**config.mk**
```make
export PLATFORM = sky130hd
export DESIGN_NAME = flc_host
export DESIGN_NICKNAME = d
export VERILOG_FILES = /design/src/flc_pkg.sv /design/src/flc_host.sv
export SDC_FILE = /design/constraint.sdc
export NUM_CORES = 1
export LEC_CHECK = 0
export BUFFER_PORTS_ARGS = -buffer_cell sky130_fd_sc_hd__buf_2
export CORE_ASPECT_RATIO = 2
export CORE_MARGIN = 3
export CORE_UTILIZATION = 45
export CTS_BUF_LIST = sky130_fd_sc_hd__clkbuf_4
export DETAILED_ROUTE_END_ITERATION = 7
export PLACE_DENSITY = 0.69
export SKIP_LAST_GASP = 1
export SLEW_MARGIN = 10
export SYNTH_ARGS = -nofsm -noshare
export SYNTH_HDL_FRONTEND = slang
export SYNTH_SLANG_ARGS = --single-unit
```
**constraint.sdc**
```tcl
create_clock -name clk_i -period 2.5 [get_ports clk_i]
set_clock_uncertainty 0.05 [all_clocks]
set_input_delay 0.125 -clock clk_i [delete_from_list [all_inputs] [get_ports clk_i]]
set_output_delay 0.125 -clock clk_i [all_outputs]
set_load 0.01 [all_outputs]
```
**src/flc_pkg.sv**
```systemverilog
// Purpose: Constants and types of the flash command host.
// Assumes: Asynchronous flash, x16 data, 24 address lines.
// Notes:   Command codes and protection register map.
package flc_pkg;
    // =========================================================
    // Flash command codes, lock addresses and OTP lock word
    localparam logic [7:0] CMD_READ_ARRAY   = 8'hFF;
    localparam logic [7:0] CMD_READ_ID      = 8'h90;
    localparam logic [7:0] CMD_READ_STATUS  = 8'h70;
    localparam logic [7:0] CMD_CLEAR_STATUS = 8'h50;
    localparam logic [7:0] CMD_UNLOCK_SETUP = 8'h60;
    localparam logic [7:0] CMD_CONFIRM      = 8'hD0;
    localparam logic [7:0] CMD_SECURE_LOCK  = 8'hC0;
    localparam logic [7:0] CMD_OTP_SETUP    = 8'hC0;
    localparam logic [7:0] CMD_BUF_WRITE    = 8'hE8;
    localparam logic [23:0] SECURE_LOCK_ADDR = 24'h00008C;
    localparam logic [15:0] OTP_LOCK_USER   = 16'hFFFD;
    localparam logic [23:0] OTP_BASE_ADDR   = 24'h000100;
    // =========================================================
    // Status bit positions and buffer count limits
    localparam int SR_READY  = 7;
    localparam int SR_UNLOCK = 5;
    localparam int SR_PROG   = 4;
    localparam int SR_VOLT   = 3;
    localparam int SR_LOCK   = 1;
    localparam int XSR_AVAIL = 7;
    localparam logic [4:0] BUF_MAX_BYTE = 5'h1F;
    localparam logic [4:0] BUF_MAX_WORD = 5'h0F;
    // =========================================================
    // Bus timing in clk_i cycles
    localparam logic [3:0] T_WE_LOW   = 4'h2;
    localparam logic [3:0] T_WE_HIGH  = 4'h2;
    localparam logic [3:0] T_RD       = 4'h3;
    // =========================================================
    // APB register map, byte addresses
    localparam logic [7:0] REG_CTRL   = 8'h00;
    localparam logic [7:0] REG_ADDR   = 8'h04;
    localparam logic [7:0] REG_DATA   = 8'h08;
    localparam logic [7:0] REG_STATUS = 8'h0C;
    localparam logic [7:0] REG_RDATA  = 8'h10;
    localparam logic [7:0] REG_BUF    = 8'h14;
    // Operation codes written to CTRL[3:0]
    localparam logic [3:0] OP_UNLOCK   = 4'h1;
    localparam logic [3:0] OP_SECURE   = 4'h2;
    localparam logic [3:0] OP_OTP_PROG = 4'h3;
    localparam logic [3:0] OP_OTP_LOCK = 4'h4;
    localparam logic [3:0] OP_READ_ID  = 4'h5;
    localparam logic [3:0] OP_READ_ARR = 4'h6;
    localparam logic [3:0] OP_BUF_OPEN = 4'h7;
    localparam logic [3:0] OP_BUF_DATA = 4'h8;
    localparam logic [3:0] OP_BUF_CONF = 4'h9;
    localparam logic [3:0] OP_RD_STAT  = 4'hA;
    localparam logic [3:0] OP_CLR_STAT = 4'hB;
    localparam logic [3:0] OP_WRITE    = 4'hC;
    localparam logic [3:0] OP_READ     = 4'hD;

    typedef enum logic [3:0] {
        ST_IDLE, ST_WR_LOW, ST_WR_HIGH, ST_RD_LOW, ST_POLL, ST_DONE
    } flc_state_t;
endpackage

```
**src/flc_host.sv**
```systemverilog
// Purpose: Sequences lock, OTP and write-buffer commands to a flash.
// Assumes: Status reads are single reads; CTRL picks x8 or x16.
// Notes:   Software orders over APB and polls STATUS.
// Behaviour
// - Unlock only when engine idle, not suspended
// - Unlock is setup then confirm, poll ready
// - After aborted unlock, host repeats unlock; this host sets the STATUS error flag and stops instead
// - Secure lock first write C0h anywhere
// - Second write at 8Ch, active-low select bits
// - 90h enters ID mode, FFh returns
// - OTP program: C0h then address/data write
// - Program FFFDh at lock word locks user
// - Byte mode decodes A8..A0, upper zero
// - E8h to block, read XSR availability
// - Count N means N+1 units
// - Data in block, then D0h confirm
//
// Chosen here: the placing of the registers and the APB interface to the registers.
`timescale 1ns/1ps
module flc_host (
    // Clock and reset
    input  wire logic        clk_i,
    input  wire logic        reset_i,
    // APB slave
    input  wire logic        psel_i,
    input  wire logic        penable_i,
    input  wire logic        pwrite_i,
    input  wire logic [7:0]  paddr_i,
    input  wire logic [31:0] pwdata_i,
    output logic      [31:0] prdata_o,
    output logic             pready_o,
    output logic             pslverr_o,
    // Flash pins
    output logic      [23:0] fl_addr_o,
    output logic      [15:0] fl_dq_o,
    output logic             fl_dq_oe_o,
    input  wire logic [15:0] fl_dq_i,
    output logic             fl_ce_n_o,
    output logic             fl_oe_n_o,
    output logic             fl_we_n_o,
    output logic             fl_byte_n_o,
    input  wire logic        fl_busy_status_pin_i
);
    typedef struct packed {
        flc_pkg::flc_state_t st;
        logic [3:0]  op;
        logic [1:0]  step;
        logic [3:0]  tmr;
        logic        byte_mode;
        logic        busy;
        logic        done;
        logic        host_err;
        logic [23:0] addr;
        logic [15:0] data;
        logic [23:0] blk;
        logic [15:0] rdata;
        logic [5:0]  buf_left;
        logic [23:0] a_o;
        logic [15:0] dq_o;
        logic        oe_dq;
        logic        ce_n;
        logic        oe_n;
        logic        we_n;
        logic [31:0] prdata;
        logic        pready;
        logic        pslverr;
        logic [1:0]  sync_dq_v;
        logic [15:0] dq_s1;
        logic [15:0] dq_s2;
        logic [1:0]  sts_s;
    } flc_regs_t;

    flc_regs_t s_q;
    flc_regs_t s_d;

    // Protection register address check
    function automatic logic otp_addr_ok(input logic [23:0] a, input logic bm);
        logic [8:0] off;
        off = a[8:0] - flc_pkg::OTP_BASE_ADDR[8:0];
        if (a[23:9] != 15'h0000 || !a[8])
            return 1'b0;
        if (bm)
            return off[8:0] <= 9'h011;
        return off[8:1] <= 8'h08;
    endfunction

    // Factory half of the protection register
    function automatic logic otp_is_factory(input logic [23:0] a, input logic bm);
        if (bm)
            return a[7:0] >= 8'h02 && a[7:0] <= 8'h09;
        return a[7:1] >= 7'h01 && a[7:1] <= 7'h04;
    endfunction

    // Orders sent as a setup write and a second write
    function automatic logic is_pair(input logic [3:0] o);
        return o == flc_pkg::OP_UNLOCK || o == flc_pkg::OP_SECURE ||
               o == flc_pkg::OP_OTP_PROG || o == flc_pkg::OP_OTP_LOCK;
    endfunction

    logic apb_acc;
    assign apb_acc = psel_i && penable_i && !s_q.pready;

    always_comb begin
        s_d = s_q;
        s_d.pready = 1'b0;
        s_d.pslverr = 1'b0;
        // Pins of an unclocked device
        s_d.dq_s1 = fl_dq_i;
        s_d.dq_s2 = s_q.dq_s1;
        s_d.sts_s = {s_q.sts_s[0], fl_busy_status_pin_i};
        if (s_q.tmr != 4'h0)
            s_d.tmr = s_q.tmr - 4'h1;

        if (apb_acc) begin
            s_d.pready = 1'b1;
            if (pwrite_i) begin
                case (paddr_i)
                    flc_pkg::REG_ADDR: s_d.addr = pwdata_i[23:0];
                    flc_pkg::REG_DATA: s_d.data = pwdata_i[15:0];
                    flc_pkg::REG_CTRL: begin
                        // Refused while busy: keeps a sequence whole
                        if (s_q.busy) begin
                            s_d.pslverr = 1'b1;
                        end else begin
                            // Done is sticky so a slow poll cannot miss it
                            s_d.done = 1'b0;
                            s_d.op = pwdata_i[3:0];
                            s_d.byte_mode = pwdata_i[8];
                            s_d.busy = 1'b1;
                            s_d.host_err = 1'b0;
                            s_d.step = 2'h0;
                            s_d.st = flc_pkg::ST_WR_LOW;
                        end
                    end
                    default: s_d.pslverr = 1'b1;
                endcase
            end else begin
                case (paddr_i)
                    flc_pkg::REG_CTRL:   s_d.prdata = {23'h0, s_q.byte_mode, 4'h0, s_q.op};
                    flc_pkg::REG_ADDR:   s_d.prdata = {8'h00, s_q.addr};
                    flc_pkg::REG_DATA:   s_d.prdata = {16'h0000, s_q.data};
                    flc_pkg::REG_STATUS: s_d.prdata = {28'h0, s_q.sts_s[1], s_q.host_err,
                                                       s_q.done, s_q.busy};
                    flc_pkg::REG_RDATA:  s_d.prdata = {16'h0000, s_q.rdata};
                    flc_pkg::REG_BUF:    s_d.prdata = {26'h0, s_q.buf_left};
                    default: begin
                        s_d.prdata = 32'h0000_0000;
                        s_d.pslverr = 1'b1;
                    end
                endcase
            end
        end

        case (s_q.st)
            flc_pkg::ST_IDLE: begin
                s_d.ce_n = 1'b1;
                s_d.oe_n = 1'b1;
                s_d.we_n = 1'b1;
                s_d.oe_dq = 1'b0;
            end
            flc_pkg::ST_WR_LOW: begin
                // Address and data of this bus cycle
                s_d.a_o = s_q.addr;
                s_d.dq_o = {8'h00, flc_pkg::CMD_READ_STATUS};
                s_d.st = flc_pkg::ST_WR_HIGH;
                case (s_q.op)
                    flc_pkg::OP_UNLOCK:
                        s_d.dq_o = {8'h00, (s_q.step == 2'h0) ? flc_pkg::CMD_UNLOCK_SETUP
                                                               : flc_pkg::CMD_CONFIRM};
                    flc_pkg::OP_SECURE: begin
                        s_d.dq_o = (s_q.step == 2'h0) ? {8'h00, flc_pkg::CMD_SECURE_LOCK}
                                                      : {11'h000, s_q.data[4:0]};
                        if (s_q.step != 2'h0)
                            s_d.a_o = flc_pkg::SECURE_LOCK_ADDR;
                    end
                    flc_pkg::OP_OTP_PROG, flc_pkg::OP_OTP_LOCK: begin
                        s_d.dq_o = (s_q.step == 2'h0) ? {8'h00, flc_pkg::CMD_OTP_SETUP}
                                 : (s_q.op == flc_pkg::OP_OTP_LOCK) ? flc_pkg::OTP_LOCK_USER
                                 : s_q.data;
                        if (s_q.op == flc_pkg::OP_OTP_LOCK)
                            s_d.a_o = flc_pkg::OTP_BASE_ADDR;
                        // Bad OTP targets are stopped here rather than left to the device
                        if (s_q.op == flc_pkg::OP_OTP_PROG &&
                            (!otp_addr_ok(s_q.addr, s_q.byte_mode) ||
                             otp_is_factory(s_q.addr, s_q.byte_mode))) begin
                            s_d.host_err = 1'b1;
                            s_d.st = flc_pkg::ST_DONE;
                        end
                    end
                    flc_pkg::OP_READ_ID:  s_d.dq_o = {8'h00, flc_pkg::CMD_READ_ID};
                    flc_pkg::OP_READ_ARR: s_d.dq_o = {8'h00, flc_pkg::CMD_READ_ARRAY};
                    flc_pkg::OP_CLR_STAT: s_d.dq_o = {8'h00, flc_pkg::CMD_CLEAR_STATUS};
                    flc_pkg::OP_BUF_OPEN: begin
                        s_d.blk = s_q.addr;
                        s_d.dq_o = {8'h00, flc_pkg::CMD_BUF_WRITE};
                        if (s_q.step != 2'h0) begin
                            // Count taken from DATA[4:0], clipped to the buffer size
                            s_d.dq_o = {11'h000, s_q.byte_mode ?
                                (s_q.data[4:0] > flc_pkg::BUF_MAX_BYTE ? flc_pkg::BUF_MAX_BYTE
                                                                       : s_q.data[4:0]) :
                                (s_q.data[4:0] > flc_pkg::BUF_MAX_WORD ? flc_pkg::BUF_MAX_WORD
                                                                       : s_q.data[4:0])};
                            s_d.a_o = s_q.blk;
                            s_d.buf_left = {1'b0, s_d.dq_o[4:0]} + 6'h01;
                        end
                    end
                    flc_pkg::OP_BUF_DATA: begin
                        s_d.dq_o = s_q.data;
                        if (s_q.addr[23:17] != s_q.blk[23:17] || s_q.buf_left == 6'h00) begin
                            s_d.host_err = 1'b1;
                            s_d.st = flc_pkg::ST_DONE;
                        end
                    end
                    flc_pkg::OP_BUF_CONF: begin
                        s_d.dq_o = {8'h00, flc_pkg::CMD_CONFIRM};
                        s_d.a_o = s_q.blk;
                    end
                    flc_pkg::OP_WRITE: s_d.dq_o = s_q.data;
                    flc_pkg::OP_RD_STAT, flc_pkg::OP_READ: ;
                    default: begin
                        s_d.host_err = 1'b1;
                        s_d.st = flc_pkg::ST_DONE;
                    end
                endcase
                if (s_q.op == flc_pkg::OP_READ) begin
                    s_d.st = flc_pkg::ST_RD_LOW;
                    s_d.oe_dq = 1'b0;
                    s_d.tmr = flc_pkg::T_RD;
                end else if (s_d.st == flc_pkg::ST_WR_HIGH) begin
                    s_d.ce_n = 1'b0;
                    s_d.we_n = 1'b0;
                    s_d.oe_dq = 1'b1;
                    s_d.tmr = flc_pkg::T_WE_LOW;
                end
            end
            flc_pkg::ST_WR_HIGH: begin
                if (s_q.tmr == 4'h0 && !s_q.we_n) begin
                    s_d.we_n = 1'b1;
                    s_d.tmr = flc_pkg::T_WE_HIGH;
                end else if (s_q.tmr == 4'h0) begin
                    s_d.ce_n = 1'b1;
                    s_d.oe_dq = 1'b0;
                    s_d.step = s_q.step + 2'h1;
                    if (s_q.op == flc_pkg::OP_BUF_DATA)
                        s_d.buf_left = s_q.buf_left - 6'h01;
                    if (is_pair(s_q.op) && s_q.step == 2'h0)
                        s_d.st = flc_pkg::ST_WR_LOW; // Second write of the pair
                    else if (s_q.op == flc_pkg::OP_BUF_OPEN && s_q.step == 2'h0) begin
                        s_d.st = flc_pkg::ST_RD_LOW;
                        s_d.tmr = flc_pkg::T_RD;
                    end else if (s_q.op == flc_pkg::OP_BUF_OPEN) begin
                        s_d.st = flc_pkg::ST_DONE;
                    end else if (is_pair(s_q.op) || s_q.op == flc_pkg::OP_BUF_CONF) begin
                        s_d.st = flc_pkg::ST_POLL;
                    end else if (s_q.op == flc_pkg::OP_RD_STAT) begin
                        s_d.st = flc_pkg::ST_RD_LOW;
                        s_d.tmr = flc_pkg::T_RD;
                    end else begin
                        s_d.st = flc_pkg::ST_DONE;
                    end
                end
            end
            flc_pkg::ST_RD_LOW: begin
                s_d.ce_n = 1'b0;
                s_d.oe_n = 1'b0;
                // Three extra cycles let the data synchroniser settle
                if (s_q.tmr == 4'h0 && s_q.sync_dq_v == 2'h3) begin
                    s_d.rdata = s_q.dq_s2;
                    s_d.ce_n = 1'b1;
                    s_d.oe_n = 1'b1;
                    s_d.sync_dq_v = 2'h0;
                    if (s_q.op == flc_pkg::OP_BUF_OPEN)
                        s_d.st = flc_pkg::ST_WR_LOW; // Back to a write: E8h again if XSR shows busy, else the count
                    else if (s_q.op == flc_pkg::OP_RD_STAT || s_q.op == flc_pkg::OP_READ)
                        s_d.st = flc_pkg::ST_DONE;
                    else if (!s_q.dq_s2[flc_pkg::SR_READY])
                        s_d.st = flc_pkg::ST_RD_LOW;
                    else begin
                        // Device error flags
                        s_d.host_err = s_q.dq_s2[flc_pkg::SR_UNLOCK] | s_q.dq_s2[flc_pkg::SR_PROG] |
                                       s_q.dq_s2[flc_pkg::SR_VOLT] | s_q.dq_s2[flc_pkg::SR_LOCK];
                        s_d.st = flc_pkg::ST_DONE;
                    end
                    if (s_q.op == flc_pkg::OP_BUF_OPEN)
                        s_d.step = {1'b0, s_q.dq_s2[flc_pkg::XSR_AVAIL]};
                    s_d.tmr = flc_pkg::T_RD;
                end else if (s_q.tmr == 4'h0) begin
                    s_d.sync_dq_v = s_q.sync_dq_v + 2'h1;
                end
            end
            flc_pkg::ST_POLL: begin
                s_d.st = flc_pkg::ST_RD_LOW;
                s_d.tmr = flc_pkg::T_RD;
            end
            flc_pkg::ST_DONE: begin
                s_d.busy = 1'b0;
                s_d.done = 1'b1;
                s_d.st = flc_pkg::ST_IDLE;
            end
            default: s_d.st = flc_pkg::ST_IDLE;
        endcase
        if (reset_i) begin
            s_d = '0;
            s_d.st = flc_pkg::ST_IDLE;
            s_d.ce_n = 1'b1;
            s_d.oe_n = 1'b1;
            s_d.we_n = 1'b1;
        end
    end

    always_ff @(posedge clk_i) begin
        s_q <= s_d;
    end

    assign prdata_o    = s_q.prdata;
    assign pready_o    = s_q.pready;
    assign pslverr_o   = s_q.pslverr;
    assign fl_addr_o   = s_q.a_o;
    assign fl_dq_o     = s_q.dq_o;
    assign fl_dq_oe_o  = s_q.oe_dq;
    assign fl_ce_n_o   = s_q.ce_n;
    assign fl_oe_n_o   = s_q.oe_n;
    assign fl_we_n_o   = s_q.we_n;
    assign fl_byte_n_o = !s_q.byte_mode;
endmodule // flc_host

```
==> results.md, run 1 <==
- Number of I/O pins: 141
- Post-synthesis compound-gate area fraction: 0.190
- Minimum clock period after layout: 2250 ps
- Critical path endpoint category: flip-flop
- Largest family of logic cells by synthesized area: simple AND/OR/NAND/NOR gates
- Final Hold Fails: 0
- Routed WL per cell: 18.1 um
- Final ANT Viol Nets: 0
- Pwr Density: 574 mW/mm^2
- Iteration-0 DRC Markers: 473
- Synth Area in XOR/XNOR: 0.0114
- CTS Buffer Depth: 3
- Clk network pwr share: 0.394
- Area delta synth->final: 16.6%
- Slew margin rel.: 0.547
- DRT Wirelength: 29.7 mm
- Crit-path slowest cell: or3b_2
- DP Worst Slack: 274 ps
- Mapped Area: 0.0100 sq mm
- Core ar.: 0.0217 sq mm
- Maxcap violations: 0
- Crit-path leading delay family: simple AND/OR/NAND/NOR gates
- Worst setup SP type: flip-flop
- Worst Slack Setup Final: 248 ps
- Layout cell share with drive strength beyond 1: 0.204
- Critical Path Max Stage Delay: 550 ps
- FILL cells: 2117
- Worst slew pin tran: 679 ps
- Initial antenna violation count: 1
- Hold Path Class: input port to flip-flop
- Mux cell area share after synthesis: 0.0382
- First-pass GRT wire length: 47.5 mm
- Maximum VDD drop: 0.000362 V
- Total CTS buffers: 47
- CTS tree: done
- Crit-path cells: inv_1 -> ha_1 -> or3b_2 -> nor2_1 -> nand3_1 -> o2111a_1 -> a41o_1
- Pins Over Slew Limit: 0
- R2R cell count: 7
- Hold Slack: 77.5 ps
- Number of enable flip-flop cells after synthesis: 0
- Initial Util: 0.462
- Area leader, netlist: dfxtp_1
- Synthesized area per cell: 8.30 sq um
- Postcts setup bufs: 0
- WP data required: 2980 ps
- Sw power: 1.66 mW
- Die X: 112 um
- Cell variety after synth: 78
- Die height: 217 um
- Drc violations: 0
- Post-synth top flop: dfxtp_1
- Largest cells by area after synthesis: dfxtp_1, nand2_1, buf_4
- Nets: 1409
- Largest net degree at the start of global routing: 144
- Final setup TNS: 0 ps
- Post-synthesis adder-cell area fraction: 0.00749
- DR vias/cell: 5.57
- CTS clk-pin slew, worst paths: 70 ps
- Peak Freq: 444 MHz
- Critical path class: flip-flop to flip-flop
- Power Internal: 5.04 mW
- Final period util: 0.901
- Register share of total power: 0.513
- DR pass1 iterations: 6
- DP HPWL: 21.5 mm
- RSZ-0062 raised after global routing: false
- Outcome: finished, final reports clean
- Sequential-to-total area share from yosys stat: 0.420
- Buf+Inv Stages, Crit Path: 1
- Share of the synthesized area in the top cell type: 0.420
- Final setup vio count: 0
- Placer congestion estimate: 1.01
- Combinational power share: 0.093
- CTS resizes: 0
- Clk Latency, worst-skew pair: 650 ps
- TritonCTS Sinks: 210
- Hold-critical path depth: 5
- Area share of and/or/nand/nor cells after synthesis: 0.232
- Static leakage: 4.59 nW
- #FFs+latches synth: 210
- Stages on worst setup path: 7
- Warnings from Yosys: 0
- Die Area: 0.0242 sq mm
- Most common library cells after synthesis: dfxtp_1, nand2_1, nor2_1
- Row count: 76
- Crit path DAT: 2730 ps
- H-Tree Depth: 2
- Mapped Cells: 1208
- Most common cell in the netlist: dfxtp_1
- Worst reg-to-reg setup slack: 250 ps
- Root Driver: clkbuf_4
- Input/output buffers: 124
- Via count: 9145
- FFs w/ async S/R, synth: 0
- Global Route Usage Sum: 0.243
- Sw frac: 0.247
- Critical path fanouts, max: 8
- Vias in the first global route: 9270
- GR Overflow Total: 0
==> metrics by stage <==
step,std cells,util,power (mW),cell area [sq um]
final,1643,0.539,6.70,11700
after global routing,1643,0.539,7.02,11700
after CTS,1642,0.539,6.78,11700
after detailed placement,1516,0.489,4.07,10600
after global placement,1516,0.489,4.07,10600
after floorplan,1216,-,3.88,10100
==> final timing paths <==
kind | from | end
setup / recovery | s_q[204] | s_q[200]
hold reg to reg | s_q[31] | s_q[15]
setup reg to reg | s_q[204] | s_q[200]
hold / removal | paddr_i[7] | s_q[202]
==> state kept, by name (all words and copies together) (netlist names) <==
signal and flops:
fl_dq_oe_o 1, pready_o 1, fl_oe_n_o 1, pslverr_o 1, fl_addr_o 24, prdata_o 24, fl_we_n_o 1, fl_ce_n_o 1
s_q 140, fl_dq_o 16
==> area by class of cell <==
class,instances,area [sq um],area share
well taps,273,342,0.0292
clock buffers,68,510,0.0437
repair buffers,238,1660,0.142
inverters,15,56.3,0.00482
diodes,1,2.50,0.000214
multi-input cells,829,4840,0.414
flip-flops and latches,210,4200,0.360
clock inverters,9,71.3,0.00610
==> worst min-delay path, delay by kind of cell <==
family                 cells  cell delay [ps]
AO/OA/AOI/OAI              2              310
buffers and inverters      1               90
AND/OR/NAND/NOR            2              180
==> cells in the final DEF (no fill, tap or decap), types with 4 or more instances in the layout <==
cell type	count
mux2i_1	36
a2bb2oi_1	9
nor4_1	6
nor2_1	123
xnor2_1	5
a21o_1	14
nor3_1	38
and2_1	5
nor4b_1	4
o21ai_0	28
nor2b_1	45
nand3b_1	5
dlygate4sd3_1	49
inv_1	15
dfxtp_1	210
or3_1	6
a311oi_1	4
clkbuf_4	68
nand3_1	30
buf_2	123
conb_1	9
and3_1	5
a31oi_1	17
ha_1	6
a221oi_1	23
a21oi_1	106
nand2_1	156
a222oi_1	9
xor2_1	8
buf_12	4
o21a_1	4
nor3b_1	7
nand2b_1	14
nand4_1	5
o22ai_1	10
buf_4	61
o211ai_1	7
a22oi_1	26
clkinv_1	5
==> per-layer routing <==
metal / global-route usage / part of all wire / up-vias
met2: 0.440 / 0.53 / 263
met1: 0.259 / 0.37 / 4336
met3: 0.0359 / 0.037 / 82
met5: 0 / 0 / -
li1: - / - / 4464
met4: 0.156 / 0.058 / 0
==> repair_timing <==
action                                 in CTS  in global routing
hold buffers                               49                  0
setup endpoints to repair                   0                  0
endpoints found under the hold margin     124                  0
==> cells by family after synthesis <==
| logic type | count (synthesis) |
|---|---|
| adders and majority gates | 6 |
| DFF | 210 |
| muxes | 38 |
| buffers and inverters | 177 |
| xor gates and xnor gates | 13 |
| other | 1 |
| AOI/OAI and AO/OA | 287 |
| and+or+nand+nor | 476 |
==> power groups by stage <==
stage	registers [mW]	clock network, mW	logic [mW]
after floorplan	3.50	0	0.382
after global placement	3.51	0	0.556
after detailed placement	3.51	0	0.560
after CTS	3.44	2.73	0.621
after global routing	3.44	2.88	0.688
final	3.44	2.64	0.625
(Power assumes the default switching activity.)
==> run 2: changes to the inputs <==
CORE_ASPECT_RATIO = 1.75   (was 2)
SETUP_SLACK_MARGIN = 0.1   (was not set)
clock period = 2.1 ns   (was 2.5 ns; I/O delays follow)
==> run 2 against run 1 <==
Combinational power rose by 39%. Non-clock buffer count increased by 40. Register-to-register slack got worse by 150 ps. Die area decreased by 0.16%. Wire length rose by 2.5%. Clock power is 14% higher. Worst setup slack got worse by 150 ps. Flip-flop and latch count did not move. Critical path depth is the same. Critical endpoint is now fl_addr_o[20]. Largest cell class unchanged.
==> results.md, run 2 (synthesis results as in run 1) <==
- Outcome: finished, final reports clean
- Most common cell after layout, fill and taps aside: dfxtp_1
- GR Overflow Total: 0 (unchanged)
- CTS Buffer Depth: 3 (unchanged)
- Iteration-0 DRC Markers: 552 (+17%)
- Final setup TNS: 0 ps (unchanged)
- Hold-critical path depth: 5 (unchanged)
- Worst Hold Endpoint: prdata_o[3]
- Input/output buffers: 124 (unchanged)
- Placer congestion estimate: 0.965 (-4.3%)
- Final period util: 0.953 (+0.0523)
- Crit path DAT: 2430 ps (-300 ps)
- CTS clk-pin slew, worst paths: 70 ps (about the same)
- Initial antenna violation count: 1 (unchanged)
- Number of I/O pins: 141 (unchanged)
- TritonCTS Sinks: 210 (unchanged)
- R2R cell count: 7 (unchanged)
- Final std cells w/o fill: 1699 (+3.4%)
- Sw frac: 0.253 (+0.00600)
- Routed WL per cell: 17.9 um (-0.86%)
- Worst setup SP type: flip-flop
- Vias in the first global route: 9294 (+0.26%)
- HP Start: paddr_i[2]
- Register share of total power: 0.514 (about the same)
- Area delta synth->final: 22.3%
- Launching point of the worst reg2reg path: s_q[211]
- Commonest non-fill, non-tap cells in the layout: dfxtp_1, nand2_1, buf_2
- DP Worst Slack: -10.0 ps (-284 ps)
- Worst reg-to-reg setup slack: 100 ps (-150 ps)
- Final setup vio count: 0 (unchanged)
- Nets: 1450 (+2.9%)
- Die X: 119 um (+6.5%)
- Critical path class: flip-flop to flip-flop
- Worst slew pin tran: 670 ps (-8.83 ps)
- Pins Over Slew Limit: 0 (unchanged)
- DP HPWL: 21.7 mm (+0.99%)
- DR vias/cell: 5.52 (-0.78%)
- Clk network pwr share: 0.378 (-0.016)
- CTS tree: done
- Global Route Usage Sum: 0.244 (+0.00199)
- Pwr Density: 652 mW/mm^2 (+14%)
- Die Area: 0.0242 sq mm (-0.16%)
- Via count: 9383 (+2.6%)
- Biggest register: s_q
- Maximum VDD drop: 0.000428 V (+18%)
- Critical path endpoint category: flip-flop
- Drc violations: 0 (unchanged)
- Core ar.: 0.0217 sq mm (about the same)
- Row count: 71 (-6.6%)
- H-Tree Depth: 2 (unchanged)
- Total CTS buffers: 48 (+2.1%)
- Final Hold Fails: 0 (unchanged)
- DRT Wirelength: 30.4 mm (+2.5%)
- Slew margin rel.: 0.553 (+0.00588)
- Flip-flop count of the largest register after layout: 140 (unchanged)
- Final ANT Viol Nets: 0 (unchanged)
- Static leakage: 4.89 nW (+6.3%)
- RSZ-0062 raised after global routing: true
- Maxcap violations: 0 (unchanged)
- Die height: 203 um (-6.3%)
- Minimum clock period after layout: 2000 ps (-250 ps)
- Critical path fanouts, max: 20 (+12)
- Peak Freq: 500 MHz (+13%)
- Inst Count DP: 1569 (+3.5%)
- Root Driver: clkbuf_4
- FF-to-FF End: fl_addr_o[20]
- Hold Path Class: input port to flip-flop
- First-pass GRT wire length: 48.0 mm (+1.1%)
- Combinational power share: 0.108 (+0.015)
- DR pass1 iterations: 5 (-1)
- WP data required: 2530 ps (-450 ps)
- Worst Slack Setup Final: 98.4 ps (-150 ps)
- Clk Latency, worst-skew pair: 660 ps (about the same)
- Power Internal: 5.96 mW (+18%)
- Layout cell share with drive strength beyond 1: 0.255 (+0.0508)
- Sw power: 2.02 mW (+22%)
- Largest net degree at the start of global routing: 142 (-1.4%)
- Initial Util: 0.462 (about the same)
## run 2: cell types whose count changed in the layout (fill, tap and decap cells not counted), sizes merged
cell / previous run / this run
clkinvlp: 0 / 1
bufinv: 1 / 0
buf: 189 / 228
dlygate4sd3: 49 / 50
clkbuf: 68 / 69
inv: 16 / 15
clkinv: 7 / 4
## run 2: worst max-delay path by stage
stage / start / slack (ps) / endpoint / depth (start not counted)
after global routing: s_q[211] / 40 / fl_addr_o[20] / 8
after floorplan: s_q[204] / 140 / s_q[200] / 8
final: s_q[211] / 100 / fl_addr_o[20] / 7
after CTS: s_q[211] / 100 / s_q[204] / 8
after global placement: s_q[215] / -9 / fl_dq_o[9] / 7
after detailed placement: s_q[215] / -10 / fl_dq_o[7] / 7
## run 2: area by class of cell
type / count / area, sq um
Fill cell: 2067 / 9420
Multi-Input combinational cell: 829 / 5050
Sequential cell: 210 / 4210
Timing Repair Buffer: 278 / 2030
Clock buffer: 69 / 518
Tap cell: 292 / 365
Inverter: 15 / 56.3
Clock inverter: 5 / 22.5
Antenna cell: 1 / 2.50
## run 2: what timing repair did
action	in CTS	in global routing
endpoints found under the setup margin	51	50
hold endpoints to repair	110	0
resized for setup	11	36
hold buffers	50	0
setup buffers	4	1
pin swaps	2	6
## run 2: through the flow
step / power [mW] / utilization / hold slack [ps] / cell area (sq um)
2_1_floorplan: 4.65 / - / 183 / 10100
3_3_place_gp: 4.89 / 0.506 / 261 / 11000
3_5_place_dp: 4.90 / 0.506 / 267 / 11000
4_1_cts: 8.07 / 0.558 / 9.52 / 12100
5_1_grt: 8.35 / 0.566 / 96.3 / 12300
6_report: 7.99 / 0.566 / 53.4 / 12300
## run 2: worst max-delay path, stage by stage (launching register included)
cell	delay, ps
dfxtp_1	370
buf_4	190
nor2b_1	280
nor2_1	90
o31a_1	280
buf_12	170
a221oi_1	310
nor3_1	80
## run 2: per-layer routing
layer / share of wire / wire length, um / track usage / vias up
met4: 0.047 / 1430 / 0.130 / 0
met2: 0.52 / 15800 / 0.446 / 303
met5: 0 / 0 / 0 / -
met3: 0.048 / 1480 / 0.0327 / 76
li1: - / - / - / 4552
met1: 0.39 / 11700 / 0.274 / 4452
## run 2: power by group through the flow
stage	logic [mW]	clock network, mW	registers, mW
2_1_floorplan	0.483	0	4.17
3_3_place_gp	0.709	0	4.18
3_5_place_dp	0.715	0	4.18
4_1_cts	0.859	3.11	4.10
5_1_grt	0.952	3.28	4.11
6_report	0.866	3.02	4.10
